$ cat config.mk
export PLATFORM = sky130hd
export DESIGN_NAME = dsc_slice_ctrl
export DESIGN_NICKNAME = d
export VERILOG_FILES = /design/src/dsc_pkg.sv /design/src/dsc_clk_if.sv /design/src/dsc_clk_div.sv /design/src/dsc_slice_ctrl.sv
export SDC_FILE = /design/constraint.sdc
export NUM_CORES = 1
export LEC_CHECK = 0
export ABC_AREA = 1
export BUFFER_PORTS_ARGS = -buffer_cell sky130_fd_sc_hd__buf_2
export CORE_AREA = 2 2 238 240
export CTS_CLUSTER_DIAMETER = 30
export CTS_CLUSTER_SIZE = 25
export DETAILED_ROUTE_END_ITERATION = 7
export DIE_AREA = 0 0 240 242
export SYNTH_ARGS = -nofsm -noshare
export SYNTH_HDL_FRONTEND = slang
export SYNTH_HIERARCHICAL = 1
export SYNTH_SLANG_ARGS = --single-unit
export TNS_END_PERCENT = 30
$ cat constraint.sdc
create_clock -name clk_sys -period 5.5 [get_ports clk_sys]
set_input_delay 0 -clock clk_sys [delete_from_list [all_inputs] [get_ports clk_sys]]
set_output_delay 0 -clock clk_sys [all_outputs]
set_load 0.1 [all_outputs]
$ cat src/dsc_pkg.sv
// Shared constants and types for the die-to-die slice control block
package dsc_pkg;

  // Serialization ratio N between the wire rate and the parallel rate
  localparam int SER_RATIO = 8;
  // Parallel data width is sixteen data wires times N
  localparam int PD_W = 16 * SER_RATIO;
  // Width of each optional side wire (error correction, auxiliary)
  localparam int SIDE_W = SER_RATIO;

  // Clock period of clk_sys in picoseconds (125 MHz)
  localparam int CLK_PERIOD_PS = 8000;
  // Receive alignment timer length in nanoseconds (least time)
  localparam int RX_ALIGN_TIME_NS = 1000;
  // Same time in clk_sys cycles, rounded up
  localparam int RX_ALIGN_CYCLES =
    (RX_ALIGN_TIME_NS * 1000 + CLK_PERIOD_PS - 1) / CLK_PERIOD_PS;
  // Width of the alignment timer
  localparam int ALIGN_CNT_W = 8;
  localparam logic [ALIGN_CNT_W-1:0] ALIGN_DONE_COUNT =
    ALIGN_CNT_W'(RX_ALIGN_CYCLES);
  // Word edges a transmit slice counts in alignment before the next word edge makes it ready
  localparam logic [ALIGN_CNT_W-1:0] TX_ALIGN_WORDS = 8'h04;

  // Divider counter width and the smallest power-of-two exponent
  localparam int DIV_CNT_W = 3;
  localparam logic [1:0] DIV_LOG2_MIN = 2'h1;

  // Speed grade codes, one per defined grade
  localparam logic [2:0] GRADE_2G = 3'h0;
  localparam logic [2:0] GRADE_4G = 3'h1;
  localparam logic [2:0] GRADE_8G = 3'h2;
  localparam logic [2:0] GRADE_16G = 3'h3;
  localparam logic [2:0] GRADE_24G = 3'h4;
  localparam logic [2:0] GRADE_32G = 3'h5;
  // Grades this slice supports, one bit per grade code
  localparam logic [5:0] GRADES_SUPPORTED = 6'h3F;

  // Serial clock in MHz is half the wire rate of the grade
  function automatic logic [15:0] dsc_grade_mhz(input logic [2:0] grade);
    logic [15:0] mhz;
    mhz = 16'h0000;
    case (grade)
      GRADE_2G: mhz = 16'h03E8;
      GRADE_4G: mhz = 16'h07D0;
      GRADE_8G: mhz = 16'h0FA0;
      GRADE_16G: mhz = 16'h1F40;
      GRADE_24G: mhz = 16'h2EE0;
      GRADE_32G: mhz = 16'h3E80;
      default: mhz = 16'h0000;
    endcase
    return mhz;
  endfunction : dsc_grade_mhz

  // Slice control states
  typedef enum logic [1:0] {
    ST_RESET = 2'b00,
    ST_ALIGN = 2'b01,
    ST_READY = 2'b10,
    ST_GATED = 2'b11
  } dsc_state_t;

endpackage : dsc_pkg

$ cat src/dsc_clk_if.sv
// Bundle between the slice control and its parallel clock divider
`timescale 1ns/1ps
`default_nettype none

interface dsc_clk_if;
  logic run; // Divider runs while high
  logic [1:0] div_log2; // Power-of-two exponent of the divide
  logic word_edge; // One-cycle pulse on each parallel word boundary
  logic pclk_level; // Level of the derived parallel clock

  modport ctrl (output run, output div_log2, input word_edge,
    input pclk_level);
  modport div (input run, input div_log2, output word_edge,
    output pclk_level);
endinterface : dsc_clk_if

`default_nettype wire

$ cat src/dsc_clk_div.sv
// Power-of-two divider that derives the parallel clock and word edges
`timescale 1ns/1ps
`default_nettype none

module dsc_clk_div
  import dsc_pkg::*;
(
  input wire logic clk_sys,
  input wire logic resetn,
  input wire logic clk_en,
  dsc_clk_if.div cif
);

  logic [DIV_CNT_W-1:0] count_reg; // Position inside the parallel word
  logic [1:0] ratio_log2; // Exponent, never below the minimum
  logic [DIV_CNT_W-1:0] div_max; // Last count of a word

  // Exponent zero would give no clock edge, so clamp it
  always_comb begin
    ratio_log2 = (cif.div_log2 < DIV_LOG2_MIN) ? DIV_LOG2_MIN : cif.div_log2;
    div_max = DIV_CNT_W'((4'h1 << ratio_log2) - 4'h1);
  end

  // Word counter; held at zero while stopped so restart is aligned
  always_ff @(posedge clk_sys) begin
    if (!resetn || !cif.run) begin
      count_reg <= '0;
    end else if (clk_en) begin
      count_reg <= (count_reg == div_max) ? '0 : count_reg + 3'h1;
    end
  end

  // Word edge on the last count; clock high for the first half
  assign cif.word_edge = cif.run && clk_en && (count_reg == div_max);
  assign cif.pclk_level = cif.run && (count_reg <= (div_max >> 1));

endmodule : dsc_clk_div

`default_nettype wire

$ cat src/dsc_slice_ctrl.sv
// Control, readiness and data handoff of one die-to-die slice
//
// Overview of operation
// Slice reset input low resets the slice
// Slice stays in reset state while asserted
// Self-align after reset release before ready
// Supervisor asserts reset to initialize the slice
// Transmit ready only with clocks driven
// Ready is active high, one means ready
// Far transmitter sends clock and training on release
// Receive ready after alignment, timer or lock
// Receive data delivered while ready is correct
// Clock-gate request gates at next word edge
// Programming port controls and reports status
// Supervisor outside the slice manages initialization
// Supervisor messages never use the data wires
// Support wire rate grades two to 32
// Parallel side single data rate, 16N wide
// Parallel clock is serial clock over 2^n
// Side wires passed through like data bits
// Ready low in reset and until aligned
// Link layer waits for ready before data
`timescale 1ns/1ps
`default_nettype none

module dsc_slice_ctrl
  import dsc_pkg::*;
(
  input wire logic clk_sys,
  input wire logic resetn,
  input wire logic clk_en,
  // Link supervisor controls
  input wire logic slice_reset_n,
  input wire logic cfg_is_tx,
  input wire logic [2:0] cfg_speed_grade,
  input wire logic [1:0] cfg_div_log2,
  input wire logic cfg_align_by_timer,
  input wire logic rx_dll_locked,
  input wire logic tx_clock_gate_request,
  // Link layer transmit word
  input wire logic [PD_W-1:0] tx_parallel_data,
  input wire logic [SIDE_W-1:0] tx_error_correction_wire,
  input wire logic [SIDE_W-1:0] tx_aux_wire,
  // Deserializer receive word
  input wire logic [PD_W-1:0] rx_wire_data,
  input wire logic [SIDE_W-1:0] rx_wire_fec,
  input wire logic [SIDE_W-1:0] rx_wire_aux,
  // Status toward link layer and supervisor
  output logic slice_ready,
  output logic pclk_out,
  output logic fwd_clock_enable,
  output logic tx_clock_gated,
  output logic speed_grade_error,
  output logic [15:0] tx_serial_clock_mhz,
  // Serializer transmit word
  output logic [PD_W-1:0] tx_wire_data,
  output logic [SIDE_W-1:0] tx_wire_fec,
  output logic [SIDE_W-1:0] tx_wire_aux,
  // Link layer receive word
  output logic [PD_W-1:0] rx_parallel_data,
  output logic [SIDE_W-1:0] rx_error_correction_wire,
  output logic [SIDE_W-1:0] rx_aux_wire,
  output logic rx_word_valid
);

  dsc_state_t state_reg; // Slice control state
  dsc_state_t state_next; // Next state
  logic [ALIGN_CNT_W-1:0] align_cnt_reg; // Alignment timer or word count
  logic align_done; // Alignment finished this cycle
  logic grade_ok; // Selected grade is supported
  logic in_reset; // Either reset is active
  logic slice_ready_reg; // Ready flag
  logic pclk_reg; // Registered parallel clock
  logic fwd_en_reg; // Forwarded clock enable
  logic gated_reg; // Transmit clock gated
  logic grade_err_reg; // Unsupported grade
  logic [15:0] mhz_reg; // Serial clock rate in MHz
  logic [PD_W-1:0] txd_reg; // Transmit data word
  logic [SIDE_W-1:0] txf_reg; // Transmit error correction bits
  logic [SIDE_W-1:0] txa_reg; // Transmit auxiliary bits
  logic [PD_W-1:0] rxd_reg; // Receive data word
  logic [SIDE_W-1:0] rxf_reg; // Receive error correction bits
  logic [SIDE_W-1:0] rxa_reg; // Receive auxiliary bits
  logic rx_valid_reg; // Receive word strobe

  dsc_clk_if cif (); // Bundle to the divider

  // Parallel clock divider; word edges pace every parallel transfer
  dsc_clk_div u_div (
    .clk_sys(clk_sys),
    .resetn(resetn),
    .clk_en(clk_en),
    .cif(cif)
  );

  // Either the system reset or the slice reset holds all but the grade status, which only the system reset clears
  assign in_reset = !resetn || !slice_reset_n;

  // A grade outside the supported set blocks readiness
  assign grade_ok = (cfg_speed_grade <= GRADE_32G) &&
    GRADES_SUPPORTED[cfg_speed_grade];

  // The divider runs out of reset on a transmit slice so that the
  // forwarded and parallel clocks are valid before ready; a receive
  // slice runs it too, since its parallel clock is derived the same way
  assign cif.run = !in_reset && grade_ok && (state_reg != ST_GATED);
  assign cif.div_log2 = cfg_div_log2;

  // Transmit alignment counts word edges of a running clock; receive
  // alignment uses either the timer or the delay-line lock input
  always_comb begin
    if (cfg_is_tx) begin
      align_done = cif.word_edge && (align_cnt_reg >= TX_ALIGN_WORDS);
    end else if (cfg_align_by_timer) begin
      align_done = (align_cnt_reg >= ALIGN_DONE_COUNT);
    end else begin
      align_done = rx_dll_locked;
    end
  end

  // Next-state logic
  always_comb begin
    state_next = state_reg;
    case (state_reg)
      ST_RESET: begin
        // Leaving reset always passes through alignment
        state_next = ST_ALIGN;
      end
      ST_ALIGN: begin
        // Hold here until aligned and the grade is legal
        if (align_done && grade_ok) begin
          state_next = ST_READY;
        end
      end
      ST_READY: begin
        // Gate only on a word boundary, so no partial word goes out
        if (!grade_ok) begin
          state_next = ST_ALIGN;
        end else if (cfg_is_tx && tx_clock_gate_request &&
            cif.word_edge) begin
          state_next = ST_GATED;
        end
      end
      ST_GATED: begin
        // The divider is stopped here, so resume straight away and
        // let the restarted divider realign the first word
        if (!tx_clock_gate_request || !cfg_is_tx) begin
          state_next = ST_READY;
        end
      end
      default: begin
        state_next = ST_RESET;
      end
    endcase
  end

  // State register; any reset forces the reset state
  always_ff @(posedge clk_sys) begin
    if (in_reset) begin
      state_reg <= ST_RESET;
    end else if (clk_en) begin
      state_reg <= state_next;
    end
  end

  // Alignment counter; counts cycles for the receive timer and
  // word edges on a transmit slice, saturating at its top
  always_ff @(posedge clk_sys) begin
    if (in_reset || state_reg != ST_ALIGN) begin
      align_cnt_reg <= '0;
    end else if (clk_en && align_cnt_reg != {ALIGN_CNT_W{1'b1}}) begin
      if (!cfg_is_tx || cif.word_edge) begin
        align_cnt_reg <= align_cnt_reg + 8'h01;
      end
    end
  end

  // Ready flag follows the next state so it rises with READY entry
  // and is low in reset, alignment and while gated
  always_ff @(posedge clk_sys) begin
    if (in_reset) begin
      slice_ready_reg <= 1'b0;
    end else if (clk_en) begin
      slice_ready_reg <= (state_next == ST_READY);
    end
  end

  // Clock outputs; the forwarded clock runs whenever the divider runs
  // on a transmit slice, and stops in the gated state
  always_ff @(posedge clk_sys) begin
    if (in_reset) begin
      pclk_reg <= 1'b0;
      fwd_en_reg <= 1'b0;
      gated_reg <= 1'b0;
    end else if (clk_en) begin
      pclk_reg <= cif.pclk_level;
      fwd_en_reg <= cfg_is_tx && (state_next != ST_GATED) && grade_ok;
      gated_reg <= (state_next == ST_GATED);
    end
  end

  // Grade status; the rate report lets the supervisor confirm the
  // programmed grade, which stands in for a register readback
  always_ff @(posedge clk_sys) begin
    if (!resetn) begin
      grade_err_reg <= 1'b0;
      mhz_reg <= 16'h0000;
    end else if (clk_en) begin
      grade_err_reg <= !grade_ok;
      mhz_reg <= dsc_grade_mhz(cfg_speed_grade);
    end
  end

  // Transmit word capture; the link layer is expected to hold its
  // data until ready, so non-ready words are sent as zero
  always_ff @(posedge clk_sys) begin
    if (in_reset) begin
      txd_reg <= '0;
      txf_reg <= '0;
      txa_reg <= '0;
    end else if (clk_en && cif.word_edge) begin
      if (cfg_is_tx && state_reg == ST_READY) begin
        txd_reg <= tx_parallel_data;
        txf_reg <= tx_error_correction_wire;
        txa_reg <= tx_aux_wire;
      end else begin
        txd_reg <= '0;
        txf_reg <= '0;
        txa_reg <= '0;
      end
    end
  end

  // Receive word delivery; one strobe per parallel word, only while
  // ready, so no word captured before alignment reaches the link layer
  always_ff @(posedge clk_sys) begin
    if (in_reset) begin
      rxd_reg <= '0;
      rxf_reg <= '0;
      rxa_reg <= '0;
      rx_valid_reg <= 1'b0;
    end else if (clk_en) begin
      rx_valid_reg <= 1'b0;
      if (!cfg_is_tx && cif.word_edge && state_reg == ST_READY) begin
        rxd_reg <= rx_wire_data;
        rxf_reg <= rx_wire_fec;
        rxa_reg <= rx_wire_aux;
        rx_valid_reg <= 1'b1;
      end
    end
  end

  // Outputs come straight from flip-flops
  assign slice_ready = slice_ready_reg;
  assign pclk_out = pclk_reg;
  assign fwd_clock_enable = fwd_en_reg;
  assign tx_clock_gated = gated_reg;
  assign speed_grade_error = grade_err_reg;
  assign tx_serial_clock_mhz = mhz_reg;
  assign tx_wire_data = txd_reg;
  assign tx_wire_fec = txf_reg;
  assign tx_wire_aux = txa_reg;
  assign rx_parallel_data = rxd_reg;
  assign rx_error_correction_wire = rxf_reg;
  assign rx_aux_wire = rxa_reg;
  assign rx_word_valid = rx_valid_reg;

endmodule : dsc_slice_ctrl

`default_nettype wire
== Word-level counts from Yosys, hierarchy flattened ==
Memory sizes are Yosys's and may differ from the RTL's.
Cells that the tools add are included.

* Memories kept: 1
* Output and inout bits: 310
* Bits of input ports: 301
* Bits in registers: 323
* Bits in read-only memories: 8
* Logic and storage cells: 90

* Order comparisons: 6
* Muxes and demuxes: 15
* Reduce and logical (&&, ||, !) cells: 33
* Shifts and indexed selects: 1
* Add/sub/neg operators: 3
* Equality and inequality tests: 15

{| class="wikitable"
|+ Memories
! name !! depth !! width !! read ports !! clocked after memory_dff !! wr ports !! RTL line !! RTL
|-
| (name not given) || 8 || 1 || 1 || 0 || 0 || dsc_slice_ctrl.sv:101 || <nowiki>GRADES_SUPPORTED[cfg_speed_grade];</nowiki>
|}

{| class="wikitable"
|+ Operator list
! cell !! count
|-
| $mux 128 || 1
|-
| $pmux 14 s6 || 1
|-
| $logic_and 1x1->1 || 17
|-
| $mux 8 || 2
|-
| $mux 2 || 5
|-
| $add 8x1->8 const B || 1
|-
| $eq 2x2->1 const B || 4
|-
| $ge 8x3->1 const B || 1
|-
| $ge 8x7->1 const B || 1
|-
| $ne 8x8->1 const B || 1
|-
| $pmux 2 s4 || 1
|-
| $logic_not 1->1 || 7
|-
| $eq 3x2->1 const B || 2
|-
| $eq 3x3->1 const B || 2
|-
| $logic_or 1x1->1 || 5
|-
| $lt 3x4->1 const B || 1
|-
| $mux 1 || 4
|-
| $ne 2x2->1 const B || 2
|-
| $reduce_and 2->1 || 2
|-
| $add 3x1->3 const B || 1
|-
| $eq 3x1->1 const B || 1
|-
| $eq 3x3->1 || 1
|-
| $le 3x2->1 || 1
|-
| $le 3x3->1 const B || 1
|-
| other kinds (8) || 8
|}

== Logic depth before layout (Yosys ltp) ==
Gate-level depths: netlist of the first run.

* Depth in word-level cells: 15
* Depth in mapped cells: 15

== Hierarchy ==
The synthesis of the first run kept the hierarchy.

{| class="wikitable"
|+ Modules (own cells, without submodules)
! module !! area each (µm²) !! cells an instance !! sequential area each (µm²) !! instances
|-
| dsc_slice_ctrl || 11253.3 || 1313 || 6306.0 || 1
|-
| dsc_clk_div || 286.5 || 49 || 60.1 || 1
|}

== Worst setup path before layout of the first run ==
Ideal clock, no wire load.

* Path type: register -> register
* From: reg state_reg[0]
* To: reg rxd_reg[100] (netlist: rx_parallel_data[100])
* Arrival: 1.858 ns
* Stages on the path, launching flop included: 14
* Setup time: 0.132 ns
* Slack: 3.510 ns
* Path buffers: 3
* Cell sequence: dfxtp_1 > nand2_1 > inv_1 > nor3_1 > nand2_1 > nor2_2 > nand2_4 > nor3_2 > buf_4 > nand2_4 > buf_4 > buf_4 > nand2_1 > a21oi_1

* Word-level cells in the longest chain between the ends: 7

{| class="wikitable"
|+ Ends and longest elaborated chain
! element !! RTL line !! RTL
|-
| from (decl) || dsc_slice_ctrl.sv:66 || <nowiki>dsc_state_t state_reg;</nowiki>
|-
| from (signal assigned) || dsc_slice_ctrl.sv:162 || <nowiki>state_reg <= state_next;</nowiki>
|-
| $ne 2x2->1 || dsc_slice_ctrl.sv:106 || <nowiki>assign cif.run = !in_reset && grade_ok && (state_reg != ST_GATED);</nowiki>
|-
| $logic_and 1x1->1 || dsc_slice_ctrl.sv:106 ||
|-
| net cif.run || dsc_clk_if.sv:6 || <nowiki>logic run;</nowiki>
|-
| $logic_and 1x1->1 (2 in a row) || dsc_clk_div.sv:34 || <nowiki>assign cif.word_edge = cif.run && clk_en && (count_reg == div_max);</nowiki>
|-
| net cif.word_edge || dsc_clk_if.sv:8 || <nowiki>logic word_edge;</nowiki>
|-
| $logic_and 1x1->1 (2 in a row) || dsc_slice_ctrl.sv:244 || <nowiki>if (!cfg_is_tx && cif.word_edge && state_reg == ST_READY) begin</nowiki>
|-
| $reduce_and 2->1 (no source line) || - ||
|-
| to (signal assigned) || dsc_slice_ctrl.sv:245 || <nowiki>rxd_reg <= rx_wire_data;</nowiki>
|-
| to (decl) || dsc_slice_ctrl.sv:81 || <nowiki>logic [PD_W-1:0] rxd_reg;</nowiki>
|}

The timed path passes the listed nets, and every way through them passes these cells.
A chain may end at the register's enable or synchronous reset.

== Worst setup path in the final report of the first run ==
* From: reg state_reg[0]
* To: reg rxd_reg[76] (netlist: rx_parallel_data[76])

The elaborated chain is that of the path after synthesis.

==> results of run 1 <==
tightest hold or removal path, stage by stage:
cell     delay [ns]
buf_2          0.15
ha_1           0.14
a22oi_1        0.07
nor2_1         0.08
nand2_1        0.06
a21oi_1        0.12
per-stage QoR:
step	setup slack, ns	hold WS, ns	utilization, %
after floorplan	3.51	0.110	-
after global placement	1.50	0.232	27.0
after detailed placement	1.36	0.242	27.0
after CTS	1.18	0.00507	38.1
after global routing	0.827	0.0545	38.1
final	1.15	0.0606	38.1
synthesized netlist by cell type, drive strengths merged:
library cell | number | area share [%]
clkbuf | 59 | 1.9
nand3 | 158 | 6.9
clkinv | 2 | 0.065
nor3 | 5 | 0.26
o211ai | 2 | 0.13
nand4 | 2 | 0.11
buf | 59 | 3.3
o31ai | 1 | 0.065
a32oi | 1 | 0.076
nor2 | 164 | 5.4
ha | 7 | 0.76
a31oi | 4 | 0.22
o21a | 3 | 0.20
nand2 | 216 | 7.2
a21oi | 170 | 7.4
dfxtp | 318 | 55
a22oi | 140 | 9.1
conb | 1 | 0.032
xor2 | 1 | 0.076
or2 | 1 | 0.054
inv | 42 | 1.4
nor3b | 2 | 0.13
a211oi | 1 | 0.065
o21ai | 3 | 0.13
worst max path at each step:
stage | startpoint | endpoint | slack, ns | cells after the start
after floorplan | state_reg[0] | rx_parallel_data[100] | 3.51 | 13
after global routing | state_reg[0] | rx_aux_wire[3] | 0.83 | 13
after CTS | state_reg[0] | rx_parallel_data[103] | 1.18 | 13
after global placement | resetn | tx_wire_aux[1] | 1.50 | 13
after detailed placement | resetn | tx_wire_data[17] | 1.36 | 13
final | state_reg[0] | rx_parallel_data[76] | 1.15 | 13
layout make-up:
cell class | instances | share of cell area [%]
Tap cell | 756 | 4.45
Timing Repair Buffer | 948 | 30.5
Clock buffer | 92 | 9.85
Clock inverter | 54 | 3.50
Inverter | 44 | 0.812
Sequential cell | 318 | 29.9
Multi-Input combinational cell | 886 | 20.9
Antenna cell | 2 | 0.0235
cell families after synthesis:
| kind of cell | count (synthesis) | share of synthesized area [%] |
|---|---|---|
| AND/OR/NAND/NOR | 548 | 20.0 |
| AO/OA/AOI/OAI | 325 | 17.4 |
| flip-flops | 318 | 55.2 |
| buffers and inverters | 162 | 6.60 |
| adder cells (fa/ha/maj) | 7 | 0.759 |
| XOR/XNOR | 1 | 0.0759 |
| other | 1 | 0.0325 |
timing repair:
item                      4_1_cts  5_1_grt
resized for setup               0        0
hold buffers                  335        0
hold endpoints to repair      309        0
metal layers:
metal	up-vias	wire (um)
li1	6513	-
met1	6481	19000
met2	662	24400
met3	144	4680
met4	4	3150
met5	-	25
power groups by stage:
stage / registers [uW] / logic (uW) / clock network [uW]
floorplan: 2400 / 85.2 / 0
global placement: 2370 / 260 / 0
detailed placement: 2370 / 263 / 0
CTS: 2320 / 436 / 4980
global route: 2320 / 470 / 5110
finish: 2320 / 442 / 4890
cells in the final DEF, fill, tap and decap left out, types with 4 or more instances in the layout:
cell | synthesis | routed
clkbuf_8 | 0 | 9
nor3_1 | 4 | 4
a21oi_1 | 170 | 170
inv_6 | 0 | 10
buf_4 | 18 | 5
ha_1 | 7 | 7
dfxtp_1 | 318 | 318
nand2_1 | 212 | 211
nand3_1 | 158 | 158
clkinv_4 | 0 | 4
a22oi_1 | 140 | 140
buf_2 | 27 | 605
clkbuf_16 | 0 | 78
inv_1 | 40 | 39
clkinv_2 | 0 | 12
clkinvlp_4 | 0 | 12
dlygate4sd3_1 | 0 | 335
bufinv_16 | 0 | 12
a31oi_1 | 4 | 4
clkbuf_1 | 59 | 5
nor2_1 | 161 | 161
conb_1 | 1 | 5
==> summary.txt, run 1 <==
Status: finished clean
R2r startpoint: state_reg[0]
GRT busiest layer: met2
Worst Setup End Kind: register
TritonCTS clock tree: yes
Multi-input gate area: 4450 um2
Worst-path clk slew: 0.05 ns
Detail Route Antenna Nets: 0
Peak Freq: 230 MHz
Total die area: 58100 um2
GR Overflow Total: 0
Initial antenna violation count: 4
Vias/cell: 4.45
Sw Pwr: 1770 uW
CTS HTree Levels: 3
FP Rows: 87
GP Congestion: 0.811
DRT iter0 DRCs: 582
Synth cell types: 32
Clock share of power: 63.9%
M1 GR Usage: 17.2%
Cell mode on critical path: nand2_1
CP max-delay cell: dlygate4sd3_1
Total chip power: 7650 uW
Register bit total from synthesis: 318
DRT Wirelength: 51.3 mm
Mapped Cells: 1362
Worst reg2reg endpoint: rx_parallel_data[76]
RSZ-0062 raised after global routing: no
Vias: 13804
Final Cell Area: 21300 um2
Final min period: 4.35 ns
Root buffer cell: clkbuf_16
Final Non-Filler Cells: 3100
Worst hold path stage count: 6
Area Overhead vs Synth: 84.2%
Setup violators final: 0
LEAKAGE: 0.00923 uW
Worst vdd ir: 236 uV
Global-route wire length before repair: 75.9 mm
Sequential Area: 6370 um2
Clock Skew: 0.0394 ns
CP Cell Sequence: nand2_1 -> inv_1 -> nor3_1 -> nand2_1 -> nor2_2 -> nand2_4 -> nor3_4 -> buf_4 -> nand2_8 -> buf_4 -> nand2_1 -> a21oi_1 -> dlygate4sd3_1
Avg Cell Area, Syn: 8.47 um2
Initial Util: 20.7%
Internal reg-to-reg setup slack: 1.15 ns
Cell area after placement: 15100 um2
Comb power frac: 5.8%
Setup Buffers After CTS: 0
Core area: 55700 um2
First-pass DRT Iterations: 5
Hold Crit Endpoint: pclk_out
DRC violations left: 0
DPL Wire Length: 32.9 mm
M2 GR Usage: 28.4%
Clock sinks: 318
Sw Ratio: 23.2%
Die height: 242 um
Setup tns final: 0 ns
Num CTS Buffers: 78
Hold Vio Cnt, Final: 0
Layout cell share with drive strength beyond 1: 32.7%
Worst Hold Launch: cfg_div_log2[1]
Die width: 240 um
Fin. max-slew vios: 0
GRT Overall Usage: 16.6%
Worst EP required: 5.98 ns
Port Buf Inserts: 605
Vias in the first global route: 13828
Fin nets: 2584
Startpoint Class: register
Netlist Area Pre-Place: 11500 um2
Clock Tree Buf Depth: 3
Crit path max-delay family: simple AND/OR/NAND/NOR gates
CP Class: reg2reg
Worst EP arrival: 4.83 ns
# fillers: 5441
HP Class: in2reg
Worst-margin pin slew: 1.02 ns
Max transition margin: 32.1%
Clk_lat worst skew: 0.60 ns
Cell Pwr Density: 360 nW/um2
Buf/Inv on CP: 4
Largest net degree at the start of global routing: 168
Synth Warn #: 6
Ports: 611
Sequential cell area fraction in the yosys report: 55.2%
Met3 Use GR: 5.47%
Crit path max fanout: 94
Max-cap viol count: 0
Routed WL per cell: 16.5 um
Peak per-stage delay on the critical path: 0.57 ns
Register share of total power: 30.4%
R2R depth: 13
Tcrit/Tclk final: 79.1%
Placed Instances: 2617
Pint: 5880 uW
No activity file was read; power rests on OpenSTA's default activity.
==> inputs of run 2 (changes only) <==
--- a/config.mk
+++ b/config.mk
@@ -5,13 +5,13 @@
 export SDC_FILE = /design/constraint.sdc
 export NUM_CORES = 1
 export LEC_CHECK = 0
-export ABC_AREA = 1
+export ABC_AREA = 0
 export BUFFER_PORTS_ARGS = -buffer_cell sky130_fd_sc_hd__buf_2
-export CORE_AREA = 2 2 238 240
+export CORE_AREA = 2 2 236 238
 export CTS_CLUSTER_DIAMETER = 30
 export CTS_CLUSTER_SIZE = 25
 export DETAILED_ROUTE_END_ITERATION = 7
-export DIE_AREA = 0 0 240 242
+export DIE_AREA = 0 0 238 240
 export SYNTH_ARGS = -nofsm -noshare
 export SYNTH_HDL_FRONTEND = slang
 export SYNTH_HIERARCHICAL = 1
==> constraint.sdc (replaced) <==
create_clock -name clk_sys -period 4.2 [get_ports clk_sys]
set_input_delay 0 -clock clk_sys [delete_from_list [all_inputs] [get_ports clk_sys]]
set_output_delay 0 -clock clk_sys [all_outputs]
set_load 0.1 [all_outputs]
==> summary.txt, run 2 <==
First-pass DRT Iterations: 5 (unchanged)
Initial antenna violation count: 8 (was 4)
Die width: 238 um (was 240 um)
Max transition margin: 33.7% (was 32.1%)
Port Buf Inserts: 605 (unchanged)
DRT Wirelength: 45.3 mm (was 51.3 mm)
Met3 Use GR: 5.04% (was 5.47%)
TritonCTS clock tree: yes (unchanged)
Compound-Gate Fraction of Synth Area: 18.4% (was 17.4%)
Largest net degree at the start of global routing: 109 (was 168)
Sw Ratio: 21.8% (was 23.2%)
Post-CTS Resized: 0 (unchanged)
Worst EP arrival: 3.73 ns (was 4.83 ns)
CP Cell Sequence: a211oi_1 -> nand3_1 -> a21oi_1 -> nand2b_1 -> nand2_1 -> a2111oi_1 -> nand2_1 -> o2111a_1 -> dlygate4sd3_1 (was nand2_1 -> inv_1 -> nor3_1 -> nand2_1 -> nor2_2 -> nand2_4 -> nor3_4 -> buf_4 -> nand2_8 -> buf_4 -> nand2_1 -> a21oi_1 -> dlygate4sd3_1)
Clock sinks: 318 (unchanged)
M1 GR Usage: 15.1% (was 17.2%)
Core area: 54700 um2 (was 55700 um2)
Netlist Area Pre-Place: 11300 um2 (was 11500 um2)
GRT busiest layer: met2 (unchanged)
Comb power frac: 5.9% (was 5.8%)
FP Rows: 86 (was 87)
Vias in the first global route: 13151 (was 13828)
Max-cap viol count: 0 (unchanged)
GRT Overall Usage: 14.7% (was 16.6%)
HP Class: in2reg (unchanged)
Main flop type after synthesis: dfxtp_1 (unchanged)
Hold Vio Cnt, Final: 0 (unchanged)
Fin. max-slew vios: 0 (unchanged)
Setup violators final: 0 (unchanged)
Global-route wire length before repair: 67.1 mm (was 75.9 mm)
Total die area: 57100 um2 (was 58100 um2)
Vias: 12926 (was 13804)
M2 GR Usage: 25.9% (was 28.4%)
Post-synthesis adder-cell area fraction: 0.776% (was 0.759%)
Cell area after placement: 14900 um2 (was 15100 um2)
Clock Tree Buf Depth: 3 (unchanged)
Worst-path clk slew: 0.04 ns (was 0.05 ns)
CP Class: reg2reg (unchanged)
Mapped Cells: 1290 (was 1362)
Root buffer cell: clkbuf_16 (unchanged)
Setup WS post-layout: 0.942 ns (was 1.15 ns)
Post-Synth XOR/XNOR Area: 0.543% (was 0.0759%)
Peak Freq: 307 MHz (was 230 MHz)
Ports: 611 (unchanged)
Worst-margin pin slew: 0.994 ns (was 1.02 ns)
Initial Util: 20.7% (about the same)
Register bit total from synthesis: 318 (unchanged)
Worst vdd ir: 263 uV (was 236 uV)
Count leader, synth: dfxtp_1 (unchanged)
Peak per-stage delay on the critical path: 0.56 ns (was 0.57 ns)
Cell mode on critical path: nand2_1 (unchanged)
GR Overflow Total: 0 (unchanged)
DRC violations left: 0 (unchanged)
Die height: 240 um (was 242 um)
Final min period: 3.26 ns (was 4.35 ns)
LEAKAGE: 0.00884 uW (was 0.00923 uW)
Num CTS Buffers: 74 (was 78)
# fillers: 5301 (was 5441)
Synth Warn #: 6 (unchanged)
Clock Skew: 0.0252 ns (was 0.0394 ns)
Synth cell types: 50 (was 32)
Register share of total power: 32.3% (was 30.4%)
Vias/cell: 4.37 (was 4.45)
Clock share of power: 61.8% (was 63.9%)
Sequential cell area fraction in the yosys report: 56.4% (was 55.2%)
DRT iter0 DRCs: 530 (was 582)
Dpl ws: 1.19 ns (was 1.36 ns)
Setup tns final: 0 ns (unchanged)
GP Congestion: 0.815 (was 0.811)
Pint: 7360 uW (was 5880 uW)
Sw Pwr: 2050 uW (was 1770 uW)
Crit path max-delay family: compound AO/OA/AOI/OAI gates (was simple AND/OR/NAND/NOR gates)
Top post-synthesis cells by count: dfxtp_1, nand2_1, nor2_1, a21oi_1, a22oi_1 (was dfxtp_1, nand2_1, a21oi_1, nor2_1, nand3_1)
Buf/Inv on CP: 1 (was 4)
EDFF count, synth: 0 (unchanged)
Clk_lat worst skew: 0.58 ns (was 0.60 ns)
Fin nets: 2499 (was 2584)
Startpoint Class: register (unchanged)
Final Non-Filler Cells: 2961 (was 3100)
Async S/R FF share, synth: 0% (unchanged)
CTS HTree Levels: 3 (unchanged)
Worst EP required: 4.67 ns (was 5.98 ns)
Largest family of logic cells by synthesized area: compound AO/OA/AOI/OAI gates (was simple AND/OR/NAND/NOR gates)
Final Cell Area: 20500 um2 (was 21300 um2)
Routed WL per cell: 15.3 um (was 16.5 um)
Cell Pwr Density: 458 nW/um2 (was 360 nW/um2)
Crit path max fanout: 11 (was 94)
Tcrit/Tclk final: 77.6% (was 79.1%)
Avg Cell Area, Syn: 8.75 um2 (was 8.47 um2)
Worst Setup End Kind: register (unchanged)
Placed Instances: 2513 (was 2617)
Area Overhead vs Synth: 81.9% (was 84.2%)
Synth Area in Simple Gates: 17.9% (was 20.0%)
CP max-delay cell: a2111oi_1 (was dlygate4sd3_1)
Share of the synthesized area in the top cell type: 56.4% (was 55.2%)
Commonest cells after routing, fill and taps aside: buf_2, dfxtp_1, dlygate4sd3_1 (was buf_2, dlygate4sd3_1, dfxtp_1)
DPL Wire Length: 29.3 mm (was 32.9 mm)
Most common cell after layout, fill and taps aside: buf_2 (unchanged)
Total chip power: 9410 uW (was 7650 uW)
Setup Buffers After CTS: 0 (unchanged)
Layout cell share with drive strength beyond 1: 33.7% (was 32.7%)
Top post-synthesis cells by area: dfxtp_1, nand2_1, a22oi_1, a21oi_1, nor2_1 (was dfxtp_1, a22oi_1, a21oi_1, nand2_1, nand3_1)
Cell taking the most area after synthesis: dfxtp_1 (unchanged)
Mux contribution to synthesized area: 0.709% (was 0%)
Detail Route Antenna Nets: 0 (unchanged)
Status: finished clean (unchanged)
RSZ-0062 raised after global routing: no (unchanged)
## run 2: cell count changes after synthesis, moves of 7 or more
cell      before  now
a21oi_1      170  153
buf_1          7   15
clkbuf_1      59   49
mux2i_1        0    8
nand2_1      212  305
nand3_1      158    5
inv_1         40    9
nand2b_1       0    7
## run 2: tightest hold or removal path: cells and delay by family
kind / cells / cell delay, ns
and+or+nand+nor: 2 / 0.20
buffers and inverters: 1 / 0.13
AOI/OAI and AO/OA: 1 / 0.26
## run 2: power groups by stage
| stage | clock (uW) | sequential [uW] | combinational, uW |
|---|---|---|---|
| CTS | 5950 | 3040 | 545 |
| floorplan | 0 | 3140 | 98.8 |
| detailed placement | 0 | 3100 | 319 |
| finish | 5810 | 3040 | 551 |
| global placement | 0 | 3100 | 316 |
| global route | 6110 | 3040 | 587 |
## run 2: final timing paths
check	start	slack, ns	cells after the start	endpoint
min	cfg_div_log2[1]	0.09	4	u_div/count_reg[2]
min reg2reg	rx_parallel_data[36]	0.45	2	rx_parallel_data[36]
max	state_reg[0]	0.94	9	state_reg[0]
max reg2reg	state_reg[0]	0.94	9	state_reg[0]
## run 2: cells by family after synthesis
kind of cell               after synthesis
AOI/OAI and AO/OA                      325
xor gates and xnor gates                 7
adders and majority gates                7
buffers and inverters                  119
DFF                                    318
muxes                                    8
other                                    1
and+or+nand+nor                        505
## run 2: layout make-up
class	instances	area, um2	share of cell area [%]
clock inverters	38	495	2.41
inverters	9	33.8	0.165
repair buffers	931	6290	30.6
flip-flops and latches	318	6370	31.0
well taps	704	881	4.29
multi-input cells	857	4380	21.3
diodes	9	22.5	0.110
clock buffers	95	2060	10.0
## run 2: routing by layer
metal | wire [um] | part of all wire (%) | vias to the layer above
met1 | 16900 | 37 | 5988
met3 | 3970 | 8.8 | 118
met2 | 22200 | 49 | 618
li1 | - | - | 6202
met5 | 0 | 0 | -
met4 | 2160 | 4.8 | 0
## run 2: through the flow
step	utilization [%]	hold WS, ns
global placement	27.2	0.233
finish	37.6	0.0888
detailed placement	27.2	0.243
floorplan	-	0.136
CTS	37.5	0.0227
global route	37.6	0.0832
## run 2: timing repair
action,CTS,global route
endpoints found under the setup margin,0,0
hold endpoints to repair,310,0
hold buffers,306,0
==> inputs of run 3 (changes only) <==
--- a/config.mk
+++ b/config.mk
@@ -5,13 +5,13 @@
 export SDC_FILE = /design/constraint.sdc
 export NUM_CORES = 1
 export LEC_CHECK = 0
-export ABC_AREA = 0
+export ABC_AREA = 1
 export BUFFER_PORTS_ARGS = -buffer_cell sky130_fd_sc_hd__buf_2
-export CORE_AREA = 2 2 236 238
+export CORE_AREA = 2 2 239 241
 export CTS_CLUSTER_DIAMETER = 30
 export CTS_CLUSTER_SIZE = 25
 export DETAILED_ROUTE_END_ITERATION = 7
-export DIE_AREA = 0 0 238 240
+export DIE_AREA = 0 0 241 243
 export SYNTH_ARGS = -nofsm -noshare
 export SYNTH_HDL_FRONTEND = slang
 export SYNTH_HIERARCHICAL = 1
==> constraint.sdc (replaced) <==
create_clock -name clk_sys -period 3.1 [get_ports clk_sys]
set_input_delay 0 -clock clk_sys [delete_from_list [all_inputs] [get_ports clk_sys]]
set_output_delay 0 -clock clk_sys [all_outputs]
set_load 0.1 [all_outputs]
==> summary.txt, run 3 (synthesized netlist as in run 1, its figures left out) <==
Comb power frac: 6.1% (was 5.9%)
Worst EP required: 3.52 ns (was 4.67 ns)
CP Class: reg2reg (unchanged)
Area Overhead vs Synth: 82.2% (was 81.9%)
Core area: 56000 um2 (was 54700 um2)
DPL Wire Length: 31.3 mm (was 29.3 mm)
Worst reg2reg endpoint: slice_ready (was state_reg[0])
R2r startpoint: state_reg[0] (unchanged)
Clock share of power: 63.1% (was 61.8%)
DRC violations left: 0 (unchanged)
Final min period: 2.81 ns (was 3.26 ns)
Startpoint Class: register (unchanged)
GR Overflow Total: 0 (unchanged)
Worst setup path startpoint: state_reg[0] (unchanged)
Register share of total power: 30.8% (was 32.3%)
Most common cell after layout, fill and taps aside: buf_2 (unchanged)
DRT iter0 DRCs: 656 (was 530)
Layout cell share with drive strength beyond 1: 33.1% (was 33.7%)
FP Rows: 87 (was 86)
Detail Route Antenna Nets: 0 (unchanged)
Clock sinks: 318 (unchanged)
LEAKAGE: 0.00908 uW (was 0.00884 uW)
Largest net degree at the start of global routing: 145 (was 109)
Die height: 243 um (was 240 um)
Worst Hold Launch: cfg_is_tx (was cfg_div_log2[1])
TritonCTS clock tree: yes (unchanged)
R2R depth: 12 (was 9)
Worst vdd ir: 423 uV (was 263 uV)
First-pass DRT Iterations: 5 (unchanged)
Peak Freq: 356 MHz (was 307 MHz)
DRT Wirelength: 50.0 mm (was 45.3 mm)
Die width: 241 um (was 238 um)
Sw Pwr: 2890 uW (was 2050 uW)
Status: finished clean (unchanged)
Initial antenna violation count: 1 (was 8)
Root buffer cell: clkbuf_16 (unchanged)
Total die area: 58600 um2 (was 57100 um2)
Placed Instances: 2628 (was 2513)
RSZ-0062 raised after global routing: no (unchanged)
Initial Util: 20.6% (was 20.7%)
# fillers: 5376 (was 5301)
Clock Skew: 0.0168 ns (was 0.0252 ns)
GRT Overall Usage: 15.9% (was 14.7%)
Global-route wire length before repair: 73.5 mm (was 67.1 mm)
Clock Tree Buf Depth: 3 (unchanged)
HP Class: in2reg (unchanged)
Max transition margin: 33.0% (was 33.7%)
GP Congestion: 0.795 (was 0.815)
Vias/cell: 4.46 (was 4.37)
Ports: 611 (unchanged)
Fin. max-slew vios: 0 (unchanged)
Internal reg-to-reg setup slack: 0.29 ns (was 0.94 ns)
Final Non-Filler Cells: 3080 (was 2961)
Setup tns final: 0 ns (unchanged)
Worst-path clk slew: 0.04 ns (about the same)
Vias in the first global route: 13546 (was 13151)
Post-CTS Resized: 0 (unchanged)
CTS HTree Levels: 3 (unchanged)
Max-cap viol count: 0 (unchanged)
Setup Buffers After CTS: 0 (unchanged)
Crit path max fanout: 7 (was 11)
Clk_lat worst skew: 0.58 ns (about the same)
Cell Pwr Density: 636 nW/um2 (was 458 nW/um2)
Min Hold Slack: 0.0843 ns (was 0.0888 ns)
Setup violators final: 0 (unchanged)
Fin nets: 2570 (was 2499)
Hold-fix buffer count after cts: 310 (was 306)
Sw Ratio: 21.6% (was 21.8%)
Worst EP arrival: 3.22 ns (was 3.73 ns)
Hold Vio Cnt, Final: 0 (unchanged)
Worst-margin pin slew: 1.01 ns (was 0.994 ns)
Critical Path Sink: slice_ready (was state_reg[0])
Routed WL per cell: 16.2 um (was 15.3 um)
Port Buf Inserts: 605 (unchanged)
Vias: 13726 (was 12926)
Num CTS Buffers: 78 (was 74)
Commonest cells after routing, fill and taps aside: buf_2, dfxtp_1, dlygate4sd3_1 (unchanged)
Pint: 10500 uW (was 7360 uW)
Worst Setup End Kind: register (unchanged)
Tcrit/Tclk final: 90.6% (was 77.6%)
## run 3: final cells by class
type | count | area, um2 | share of cell area [%]
diodes | 1 | 2.50 | 0.0119
clock buffers | 105 | 2250 | 10.7
clock inverters | 36 | 531 | 2.52
inverters | 44 | 170 | 0.809
multi-input cells | 886 | 4440 | 21.1
flip-flops and latches | 318 | 6370 | 30.3
well taps | 756 | 946 | 4.50
repair buffers | 934 | 6320 | 30.1
## run 3: worst min path at each step
stage / to / cells past startpoint / slack [ns]
floorplan: tx_serial_clock_mhz[7] / 1 / 0.11
global placement: tx_wire_data[87] / 3 / 0.23
detailed placement: tx_wire_fec[7] / 3 / 0.24
CTS: align_cnt_reg[1] / 4 / 0.04
global route: align_cnt_reg[1] / 4 / 0.11
finish: align_cnt_reg[1] / 4 / 0.08
## run 3: metal layers
metal | part of all wire, % | wire length, um | track usage (%)
met1 | 37 | 18500 | 16.0
met2 | 50 | 24900 | 28.7
met3 | 9.1 | 4550 | 5.39
met4 | 4.2 | 2110 | 8.22
met5 | 0 | 0 | 0
## run 3: through the flow
| stage | setup WS [ns] | utilization [%] | total power (uW) | area [um2] |
|---|---|---|---|---|
| floorplan | 1.11 | - | 4410 | 11600 |
| global placement | 0.685 | 27.1 | 4690 | 15100 |
| detailed placement | 0.641 | 27.1 | 4690 | 15100 |
| CTS | 0.312 | 37.6 | 13500 | 21000 |
| global route | 0.118 | 37.6 | 13800 | 21000 |
| finish | 0.291 | 37.6 | 13400 | 21000 |
## run 3: power groups by stage
stage | sequential (uW) | combinational, uW | clock [uW]
4_1_cts | 4120 | 800 | 8620
5_1_grt | 4120 | 863 | 8850
3_3_place_gp | 4200 | 489 | 0
6_report | 4120 | 814 | 8440
2_1_floorplan | 4260 | 151 | 0
3_5_place_dp | 4200 | 493 | 0
## run 3: critical path, cell delays in order, from the launching register on
cell and delay (ns):
dfxtp_1 0.37, nand2_1 0.10, inv_1 0.05, nor3_1 0.27, nand2_1 0.12, nor2_2 0.23, nand3_1 0.10, nand2_1 0.06
a32oi_1 0.06, dlygate4sd3_1 0.57, nand3_1 0.08, dlygate4sd3_1 0.58, a21oi_1 0.07
